`src/pkg/priv_pkg.sv`:
```
// constants and types for the cpu privilege mode and memory partition control
package priv_pkg;

    // cpu operating modes; boot, test and firmware form the super-system level
    typedef enum logic [2:0] {
        MODE_BOOT,
        MODE_TEST,
        MODE_FIRMWARE,
        MODE_SYSTEM,
        MODE_USER
    } cpu_mode_e;

    // memory space selects of an access request
    localparam int         ADDR_W     = 19;
    localparam logic [1:0] MEM_ROM    = 2'h0;
    localparam logic [1:0] MEM_EEPROM = 2'h1;
    localparam logic [1:0] MEM_RAM    = 2'h2;
    localparam logic [1:0] MEM_SFR    = 2'h3;

    // partition sizes in bytes
    localparam int ROM_TEST_BYTES    = 128 * 1024;
    localparam int ROM_APP_BYTES_DEF = 384 * 1024;
    localparam int ROM_APP_BYTES_ALT = 300 * 1024;
    localparam int EEPROM_BYTES      = 80 * 1024;
    localparam int EE_MFR_BYTES      = 512;
    localparam int EE_SUPPORT_BYTES  = 768;
    localparam int EE_SUPER_BYTES    = EE_MFR_BYTES + EE_SUPPORT_BYTES;
    localparam int RAM_BYTES         = 8320;
    localparam int RAM_FW_BYTES      = 512;
    localparam int SFR_COUNT         = 32;

    // fixed vector table in rom
    localparam logic [ADDR_W-1:0] EXC_VEC_BASE = 19'h20000;
    localparam logic [ADDR_W-1:0] IRQ_VEC_BASE = 19'h20020;
    localparam logic [ADDR_W-1:0] SVC_VEC_BASE = 19'h200A0;
    localparam logic [ADDR_W-1:0] FW_VEC_BASE  = 19'h20120;
    localparam int                VEC_STRIDE   = 4;
    localparam int                FW_VEC_COUNT = 8;
    localparam int                SVC_VEC_COUNT = 32;
    localparam logic [2:0]        EXC_ID_ACCESS = 3'h0;

    // watchdog
    localparam int          WDT_W          = 16;
    localparam logic [15:0] WDT_RELOAD_RST = 16'hFFFF;

endpackage : priv_pkg

```
`src/rtl/region_check.sv`:
```
// range and low-partition decode of one memory space
`timescale 1ns/1ns
module region_check #(
    parameter int AW    = 19,
    parameter int TOTAL = 1,
    parameter int LOW   = 0
) (
    input  wire logic [AW-1:0] addr,
    output logic               in_range,
    output logic               in_low
);

    // offsets below TOTAL exist, offsets below LOW are the reserved partition
    assign in_range = 32'(addr) < 32'(TOTAL);
    assign in_low   = 32'(addr) < 32'(LOW);

endmodule : region_check

```
`src/rtl/wdt_guard.sv`:
```
// software enabled watchdog that flags runaway execution
`timescale 1ns/1ns
module wdt_guard #(
    parameter int CNT_W = 16
) (
    input  wire logic             sys_clk,
    input  wire logic             rst,
    input  wire logic             cfg_we,
    input  wire logic             cfg_enable,
    input  wire logic [CNT_W-1:0] cfg_reload,
    input  wire logic             kick,
    output logic                  expire_r,
    output logic                  enabled_r
);

    logic [CNT_W-1:0] reload_r;
    logic [CNT_W-1:0] count_r;

    // enable and reload; idle after reset and after each expiry
    always_ff @(posedge sys_clk or posedge rst) begin
        if (rst) begin
            enabled_r <= 1'b0;
            reload_r  <= CNT_W'(priv_pkg::WDT_RELOAD_RST);
        end else if (cfg_we) begin
            enabled_r <= cfg_enable;
            reload_r  <= cfg_reload;
        end else if (expire_r) begin
            enabled_r <= 1'b0;
        end
    end

    // down counter, restarted by config or kick
    always_ff @(posedge sys_clk or posedge rst) begin
        if (rst) begin
            count_r  <= '0;
            expire_r <= 1'b0;
        end else begin
            expire_r <= 1'b0;
            if (cfg_we || kick || !enabled_r) begin
                count_r <= cfg_we ? cfg_reload : reload_r;
            end else if (count_r == '0) begin
                expire_r <= 1'b1;
                count_r  <= reload_r;
            end else begin
                count_r <= count_r - CNT_W'(1);
            end
        end
    end
endmodule : wdt_guard

```
`src/rtl/cpu_privilege_mode_control.sv`:
```
// cpu privilege mode sequencing, vector dispatch and memory partition checks
//
// Behaviour
// - five modes; boot, test, firmware are super-system
// - super-system is always boot, test or firmware
// - customer code never enters test, and enters boot only by watchdog abort
// - test enabled: reset ends in test mode
// - test disabled: reset ends in system mode
// - system mode reaches all customer resources
// - user mode limited by system-granted permissions
// - exceptions and interrupts jump to fixed vectors
// - eight firmware vectors enter firmware mode
// - 32 system call vectors enter system mode
// - mmu splits rom, ram, eeprom in two
// - largest sizes 512k rom, 8.125k ram, 80k eeprom
// - rom: 128k test plus 300/384k application
// - eeprom reserves 512 plus 768 bytes
// - ram: 512 bytes firmware, rest application
// - watchdog aborts runaway code once enabled
// - test unrestricted; boot/firmware only reserved parts plus all sfrs
// - user checked by mmu, configured in system
`timescale 1ns/1ns
module cpu_privilege_mode_control #(
    parameter int ROM_APP_BYTES = priv_pkg::ROM_APP_BYTES_DEF
) (
    input  wire logic                        sys_clk,
    input  wire logic                        rst,
    input  wire logic                        test_mode_disabled,
    input  wire logic                        boot_done,
    input  wire logic                        jump_valid,
    input  wire logic                        jump_explicit,
    input  wire logic [priv_pkg::ADDR_W-1:0] jump_target,
    input  wire logic                        ret_valid,
    input  wire logic                        ret_to_user,
    input  wire logic                        exc_req,
    input  wire logic [2:0]                  exc_id,
    input  wire logic                        irq_req,
    input  wire logic [4:0]                  irq_id,
    input  wire logic                        acc_valid,
    input  wire logic [1:0]                  acc_mem,
    input  wire logic [priv_pkg::ADDR_W-1:0] acc_addr,
    input  wire logic                        acc_write,
    input  wire logic                        mmu_cfg_we,
    input  wire logic [1:0]                  mmu_cfg_mem,
    input  wire logic [priv_pkg::ADDR_W-1:0] mmu_cfg_base,
    input  wire logic [priv_pkg::ADDR_W-1:0] mmu_cfg_limit,
    input  wire logic                        mmu_cfg_wr_ok,
    input  wire logic [31:0]                 mmu_cfg_sfr_mask,
    input  wire logic                        wdt_cfg_we,
    input  wire logic                        wdt_cfg_enable,
    input  wire logic [priv_pkg::WDT_W-1:0]  wdt_cfg_reload,
    input  wire logic                        wdt_kick,
    output priv_pkg::cpu_mode_e              cpu_mode_r,
    output logic                             super_system_r,
    output logic                             acc_grant_r,
    output logic                             acc_fault_r,
    output logic                             vector_valid_r,
    output logic [priv_pkg::ADDR_W-1:0]      vector_addr_r,
    output logic                             cfg_reject_r,
    output logic                             wdt_abort_r,
    output logic                             wdt_active_r
);

    localparam int AW = priv_pkg::ADDR_W;
    localparam int REG_TOTAL [4] = '{priv_pkg::ROM_TEST_BYTES + ROM_APP_BYTES,
                                     priv_pkg::EEPROM_BYTES, priv_pkg::RAM_BYTES,
                                     priv_pkg::SFR_COUNT};
    localparam int REG_LOW [4]   = '{priv_pkg::ROM_TEST_BYTES, priv_pkg::EE_SUPER_BYTES,
                                     priv_pkg::RAM_FW_BYTES, 0};
    localparam logic [AW-1:0] FW_SPAN  = AW'(priv_pkg::FW_VEC_COUNT * priv_pkg::VEC_STRIDE);
    localparam logic [AW-1:0] SVC_SPAN = AW'(priv_pkg::SVC_VEC_COUNT * priv_pkg::VEC_STRIDE);

    priv_pkg::cpu_mode_e mode_nxt;
    priv_pkg::cpu_mode_e fw_return_r;
    logic [3:0]          in_range;
    logic [3:0]          in_low;
    logic [AW-1:0]       usr_base_r [0:2];
    logic [AW-1:0]       usr_limit_r [0:2];
    logic [2:0]          usr_wr_ok_r;
    logic [31:0]         usr_sfr_ok_r;
    logic [AW-1:0]       fw_off;
    logic [AW-1:0]       svc_off;
    logic                fw_hit;
    logic                svc_hit;
    logic                customer_mode;
    logic                user_ok;
    logic                acc_ok;
    logic                acc_deny;
    logic                wdt_fire;

    // one range decoder per memory space
    for (genvar g = 0; g < 4; g++) begin : g_region
        region_check #(
            .AW    (AW),
            .TOTAL (REG_TOTAL[g]),
            .LOW   (REG_LOW[g])
        ) u_check (
            .addr     (acc_addr),
            .in_range (in_range[g]),
            .in_low   (in_low[g])
        );
    end

    // watchdog, configurable from system mode only
    wdt_guard #(
        .CNT_W (priv_pkg::WDT_W)
    ) u_wdt (
        .sys_clk    (sys_clk),
        .rst        (rst),
        .cfg_we     (wdt_cfg_we && cpu_mode_r == priv_pkg::MODE_SYSTEM),
        .cfg_enable (wdt_cfg_enable),
        .cfg_reload (wdt_cfg_reload),
        .kick       (wdt_kick),
        .expire_r   (wdt_fire),
        .enabled_r  (wdt_active_r)
    );

    // vector decode of an explicit call
    assign customer_mode = cpu_mode_r == priv_pkg::MODE_SYSTEM ||
                           cpu_mode_r == priv_pkg::MODE_USER;
    assign fw_off  = jump_target - priv_pkg::FW_VEC_BASE;
    assign svc_off = jump_target - priv_pkg::SVC_VEC_BASE;
    assign fw_hit  = jump_valid && jump_explicit && customer_mode &&
                     fw_off < FW_SPAN && fw_off[1:0] == 2'h0;
    assign svc_hit = jump_valid && jump_explicit && customer_mode &&
                     svc_off < SVC_SPAN && svc_off[1:0] == 2'h0;

    // user permission from the mmu windows
    always_comb begin
        user_ok = 1'b0;
        if (acc_mem == priv_pkg::MEM_SFR) begin
            user_ok = usr_sfr_ok_r[acc_addr[4:0]];
        end else begin
            user_ok = acc_addr >= usr_base_r[acc_mem] &&
                      acc_addr <= usr_limit_r[acc_mem] &&
                      (!acc_write || usr_wr_ok_r[acc_mem]);
        end
    end

    // partition check per mode
    always_comb begin
        acc_ok = 1'b0;
        case (cpu_mode_r)
            priv_pkg::MODE_TEST: begin
                acc_ok = in_range[acc_mem];
            end
            priv_pkg::MODE_BOOT, priv_pkg::MODE_FIRMWARE: begin
                acc_ok = in_range[acc_mem] &&
                         (in_low[acc_mem] || acc_mem == priv_pkg::MEM_SFR);
            end
            priv_pkg::MODE_SYSTEM: begin
                acc_ok = in_range[acc_mem] && !in_low[acc_mem];
            end
            priv_pkg::MODE_USER: begin
                acc_ok = in_range[acc_mem] && !in_low[acc_mem] && user_ok;
            end
            default: begin
                acc_ok = 1'b0;
            end
        endcase
        if (acc_write && acc_mem == priv_pkg::MEM_ROM) begin
            acc_ok = 1'b0;
        end
    end

    assign acc_deny = acc_valid && !acc_ok;

    // next mode, watchdog abort first
    always_comb begin
        mode_nxt = cpu_mode_r;
        case (cpu_mode_r)
            priv_pkg::MODE_BOOT: begin
                if (boot_done) begin
                    mode_nxt = test_mode_disabled ? priv_pkg::MODE_SYSTEM
                                                  : priv_pkg::MODE_TEST;
                end
            end
            priv_pkg::MODE_TEST: begin
                mode_nxt = priv_pkg::MODE_TEST;
            end
            priv_pkg::MODE_FIRMWARE: begin
                if (ret_valid) begin
                    mode_nxt = fw_return_r;
                end
            end
            priv_pkg::MODE_SYSTEM, priv_pkg::MODE_USER: begin
                if (acc_deny || exc_req || irq_req) begin
                    mode_nxt = priv_pkg::MODE_SYSTEM;
                end else if (fw_hit) begin
                    mode_nxt = priv_pkg::MODE_FIRMWARE;
                end else if (svc_hit) begin
                    mode_nxt = priv_pkg::MODE_SYSTEM;
                end else if (ret_valid && ret_to_user) begin
                    mode_nxt = priv_pkg::MODE_USER;
                end
            end
            default: begin
                mode_nxt = priv_pkg::MODE_BOOT;
            end
        endcase
        if (wdt_fire) begin
            mode_nxt = priv_pkg::MODE_BOOT;
        end
    end

    // mode register; super level derived from the sub-mode only
    always_ff @(posedge sys_clk or posedge rst) begin
        if (rst) begin
            cpu_mode_r     <= priv_pkg::MODE_BOOT;
            super_system_r <= 1'b1;
        end else begin
            cpu_mode_r     <= mode_nxt;
            super_system_r <= mode_nxt == priv_pkg::MODE_BOOT ||
                              mode_nxt == priv_pkg::MODE_TEST ||
                              mode_nxt == priv_pkg::MODE_FIRMWARE;
        end
    end

    // mode to resume when firmware returns
    always_ff @(posedge sys_clk or posedge rst) begin
        if (rst) begin
            fw_return_r <= priv_pkg::MODE_SYSTEM;
        end else if (fw_hit && mode_nxt == priv_pkg::MODE_FIRMWARE) begin
            fw_return_r <= cpu_mode_r;
        end
    end

    // access answer one cycle after the request
    always_ff @(posedge sys_clk or posedge rst) begin
        if (rst) begin
            acc_grant_r <= 1'b0;
            acc_fault_r <= 1'b0;
        end else begin
            acc_grant_r <= acc_valid && acc_ok;
            acc_fault_r <= acc_deny;
        end
    end

    // event dispatch: access fault, then exception, then interrupt
    always_ff @(posedge sys_clk or posedge rst) begin
        if (rst) begin
            vector_valid_r <= 1'b0;
            vector_addr_r  <= '0;
        end else begin
            vector_valid_r <= (acc_deny || exc_req || irq_req) && !wdt_fire;
            if (acc_deny) begin
                vector_addr_r <= priv_pkg::EXC_VEC_BASE +
                                 AW'({priv_pkg::EXC_ID_ACCESS, 2'h0});
            end else if (exc_req) begin
                vector_addr_r <= priv_pkg::EXC_VEC_BASE + AW'({exc_id, 2'h0});
            end else if (irq_req) begin
                vector_addr_r <= priv_pkg::IRQ_VEC_BASE + AW'({irq_id, 2'h0});
            end
        end
    end

    // mmu windows, writable only from system mode
    always_ff @(posedge sys_clk or posedge rst) begin
        if (rst) begin
            for (int i = 0; i < 3; i++) begin
                usr_base_r[i]  <= '1;
                usr_limit_r[i] <= '0;
            end
            usr_wr_ok_r  <= 3'h0;
            usr_sfr_ok_r <= 32'h0;
            cfg_reject_r <= 1'b0;
        end else begin
            cfg_reject_r <= mmu_cfg_we && cpu_mode_r != priv_pkg::MODE_SYSTEM;
            if (mmu_cfg_we && cpu_mode_r == priv_pkg::MODE_SYSTEM) begin
                if (mmu_cfg_mem == priv_pkg::MEM_SFR) begin
                    usr_sfr_ok_r <= mmu_cfg_sfr_mask;
                end else begin
                    usr_base_r[mmu_cfg_mem]  <= mmu_cfg_base;
                    usr_limit_r[mmu_cfg_mem] <= mmu_cfg_limit;
                    usr_wr_ok_r[mmu_cfg_mem] <= mmu_cfg_wr_ok;
                end
            end
        end
    end

    // watchdog abort flag out
    always_ff @(posedge sys_clk or posedge rst) begin
        if (rst) begin
            wdt_abort_r <= 1'b0;
        end else begin
            wdt_abort_r <= wdt_fire;
        end
    end
endmodule : cpu_privilege_mode_control

```
`config.mk`:
```
export PLATFORM = sky130hd
export DESIGN_NAME = cpu_privilege_mode_control
export DESIGN_NICKNAME = d
export VERILOG_FILES = /design/src/pkg/priv_pkg.sv /design/src/rtl/region_check.sv /design/src/rtl/wdt_guard.sv /design/src/rtl/cpu_privilege_mode_control.sv
export SDC_FILE = /design/constraint.sdc
export NUM_CORES = 1
export LEC_CHECK = 0
export BUFFER_PORTS_ARGS = -buffer_cell sky130_fd_sc_hd__buf_4
export CAP_MARGIN = 20
export CORE_ASPECT_RATIO = 1.2
export CORE_MARGIN = 2
export CORE_UTILIZATION = 55
export CTS_CLUSTER_DIAMETER = 100
export DETAILED_ROUTE_END_ITERATION = 16
export MAX_ROUTING_LAYER = met4
export PLACE_DENSITY = 0.88
export REMOVE_ABC_BUFFERS = 1
export SLEW_MARGIN = 15
export SYNTH_ARGS = -nofsm -noshare
export SYNTH_HDL_FRONTEND = slang
export SYNTH_SLANG_ARGS = --single-unit
```
`constraint.sdc`:
```
create_clock -name sys_clk -period 9 [get_ports sys_clk]
set_input_delay 1.35 -clock sys_clk [delete_from_list [all_inputs] [get_ports sys_clk]]
set_output_delay 1.35 -clock sys_clk [all_outputs]
set_load 0.1 [all_outputs]
```
==> impl_metrics.json <==
{
  "cts_tree": "built",
  "path_cells": "buf_4 -> nor2b_2 -> buf_4 -> a21oi_1 -> ha_1 -> a21oi_1 -> o21ai_0 -> a2111oi_0 -> o22ai_1 -> a211o_1 -> a311oi_4 -> nand3_2 -> mux2_2",
  "setup_viol": 0,
  "drc_errors": 0,
  "crit_slowest_cell": "nor2b_2",
  "grt_pass1_vias": 7865,
  "post_cts_resized": 0,
  "syn_area_mm2": 0.01044,
  "ys_top_cells_by_area": "dfrtp_1 30%, dfstp_2 19%, mux2_2 18%",
  "ys_ff_latch": 202,
  "synthDistinctLibCells": 54,
  "initial_core_util": 0.5576,
  "antenna_found_initial": 0,
  "clockBufferDepth": 3,
  "design.core.area_mm2": 0.01872,
  "crit_end": "fw_return_r[2]",
  "overflow": 0,
  "drt_wl_total_mm": 23.17,
  "crit_type": "in2reg",
  "io_pins": 182,
  "mostFrequentLayoutCells": "172 x buf_4, 170 x mux2_2, 126 x dfrtp_1, 76 x dfstp_2, 66 x nor2_1",
  "grt_max_degree": 144,
  "rsz0062_at_grt": "no",
  "wire_per_inst_um": 17.75,
  "crit_required_ps": 9380,
  "async_reset_ff_frac": 1.000,
  "max_freq_mhz": 189.6,
  "finalWorstSetupSlack_ps": 3726,
  "fp.dieH_um": 154.9,
  "cp_max_fo": 49,
  "clk_pin_slew_ps": 60,
  "yosysTopAreaCell": "dfrtp_1",
  "p_per_area_mw_per_mm2": 301.3,
  "ys_seq_area_frac": 0.4934,
  "hold_path.class": "reg2reg",
  "end_kind": "flop",
  "final_common_cell": "buf_4",
  "leakagePower_nw": 5.587,
  "worstMarginPinSlew_ps": 969.3,
  "fin_skew_ps": 14.04,
  "port_buffers": 166,
  "cp.arrival_ps": 5650,
  "synth_edf_count": 0,
  "cts_buffers": 21,
  "fin_crit_sh": 0.5860,
  "rows": 55,
  "yosys_warnings": 0,
  "irDropWorstVdd_uv": 238.1,
  "cts.sink_count": 202,
  "nets": 1228,
  "finalSetupTns_ps": 0,
  "cap_violations": 0,
  "cts-root-buf": "clkbuf_16",
  "r2r_slack_ps": 5650,
  "ant_nets": 0,
  "ys.flop_type": "dfrtp_1",
  "avgViaCountPerCell": 5.703,
  "dr.pass1.iters": 4,
  "hold_viol_final": 0,
  "cp_slowest_stage_delay_ps": 770,
  "clk_latency_ps": 500,
  "r2r_end": "fw_return_r[2]",
  "min-delay-start": "u_wdt.expire_r",
  "finalCriticalPeriod_ps": 5274,
  "drv_slew": 0,
  "drive_above_1_share": 0.4423,
  "die_x_um": 129.8,
  "crit_path_start": "acc_mem[0]",
  "place_hpwl_mm": 15.78,
  "h-tree-depth": 1,
  "n_antenna_cell": 0,
  "relSlewSlack": 0.3538,
  "die_area_mm2": 0.02010,
  "drt-initial-drc-count": 389,
  "rr_startpoint": "usr_limit_r[4]",
  "vias": 7443,
  "avgSynthCellArea_um2": 11.82,
  "hold_buffers": 0,
  "status": "finished clean",
  "syn_inst": 883,
  "syn_to_final_growth_pct": 20.15,
  "yosysTopAreaCellShare": 0.3021,
  "dp_slack_ps": 3301,
  "grt_pass1_wl_mm": 37.57,
  "reg2reg_depth": 12,
  "grt_usage": 0.2397,
  "cp-start-kind": "input port",
  "cts_setup_buffers": 0,
  "gp_congestion": 0.8382
}
-- synth_stat cells, types with 2 or more instances --
cell type and count:
a21o_1 5, a31oi_1 5, o31ai_1 3, a21boi_0 2
mux4_1 7, ha_1 41, a211oi_1 5, nand3b_1 2
and2_1 4, nor2_1 66, nand2b_1 2, o21ai_0 46
a211o_1 2, and3_1 3, dfstp_2 76, mux2i_1 47
xor2_1 3, dfrtp_1 126, a2111oi_0 4, nand4_1 10
mux4_2 2, nor3b_1 4, nand3_1 16, or3_1 5
o22ai_1 2, nor4_1 4, mux2_2 170, inv_1 9
buf_4 13, nor4b_1 3, buf_2 4, clkbuf_1 29
or4_1 3, nor2b_1 6, a21oi_1 60, nand2_1 46
buf_1 9, xnor2_1 8, nor3_1 16
-- final cells by class --
class / count / area [um2]
Fill cell: 1398 / 6177
Sequential cell: 202 / 5150
Multi-Input combinational cell: 626 / 5036
Timing Repair Buffer: 174 / 1318
Clock buffer: 32 / 616.8
Tap cell: 256 / 320.3
Clock inverter: 6 / 58.81
Inverter: 9 / 41.29
-- stage by stage --
stage | area [um2] | hold slack (ps) | cells | util | total power (W)
5_1_grt | 12540 | 476.9 | 1305 | 0.6700 | 0.004020
4_1_cts | 12510 | 451.5 | 1303 | 0.6686 | 0.003806
2_1_floorplan | 10200 | 395.5 | 837 | - | 0.002593
3_5_place_dp | 11840 | 433.8 | 1265 | 0.6325 | 0.002939
3_3_place_gp | 11840 | 439.5 | 1265 | 0.6325 | 0.002845
6_report | 12540 | 454.2 | 1305 | 0.6700 | 0.003779
-- worst max-delay path: cells and delay by family --
family          cells  cell delay (ps)
buf+inv             2              830
simple gates        2              930
fa+ha+maj           1              320
mux                 1              300
compound gates      7             1870
-- state kept, by name, summed over array words and instances, names as in the netlist, 3 cells and up --
register and count:
vector_addr_r 7, fw_return_r 3, usr_base_r 57, usr_wr_ok_r 3, u_wdt.reload_r 16, usr_limit_r 57
usr_sfr_ok_r 32, cpu_mode_r 3, u_wdt.count_r 16
-- report_power, final --
part,internal [W],switching (W)
Clock,0.000502,0.000348
Combinational,0.000631,0.000607
Sequential,0.00145,0.000241
-- per-layer routing --
| layer | global-route usage | wire (um) | up-vias |
|---|---|---|---|
| met2 | 0.4156 | 12030 | 202 |
| met4 | 0.07834 | 674 | 0 |
| li1 | - | - | 3482 |
| met3 | 0.03783 | 1213 | 53 |
| met1 | 0.2851 | 9248 | 3706 |
| met5 | - | 0 | - |
-- worst min-delay path by stage --
| stage | endpoint | slack [ps] | cells after the start |
|---|---|---|---|
| after floorplan | wdt_abort_r | 400 | 0 |
| after global placement | wdt_abort_r | 440 | 0 |
| after detailed placement | wdt_abort_r | 430 | 0 |
| after CTS | wdt_abort_r | 450 | 0 |
| after global routing | wdt_abort_r | 480 | 0 |
| final | wdt_abort_r | 450 | 0 |
-- cells by family after synthesis --
group                      share of synthesized area
AOI/OAI and AO/OA                            0.07792
xor gates and xnor gates                    0.009231
adders and majority gates                    0.04915
buffers and inverters                        0.02973
DFF                                           0.4934
muxes                                         0.2504
other                                      0.0003593
and+or+nand+nor                              0.08979
No activity file was read; power rests on OpenSTA's default activity.
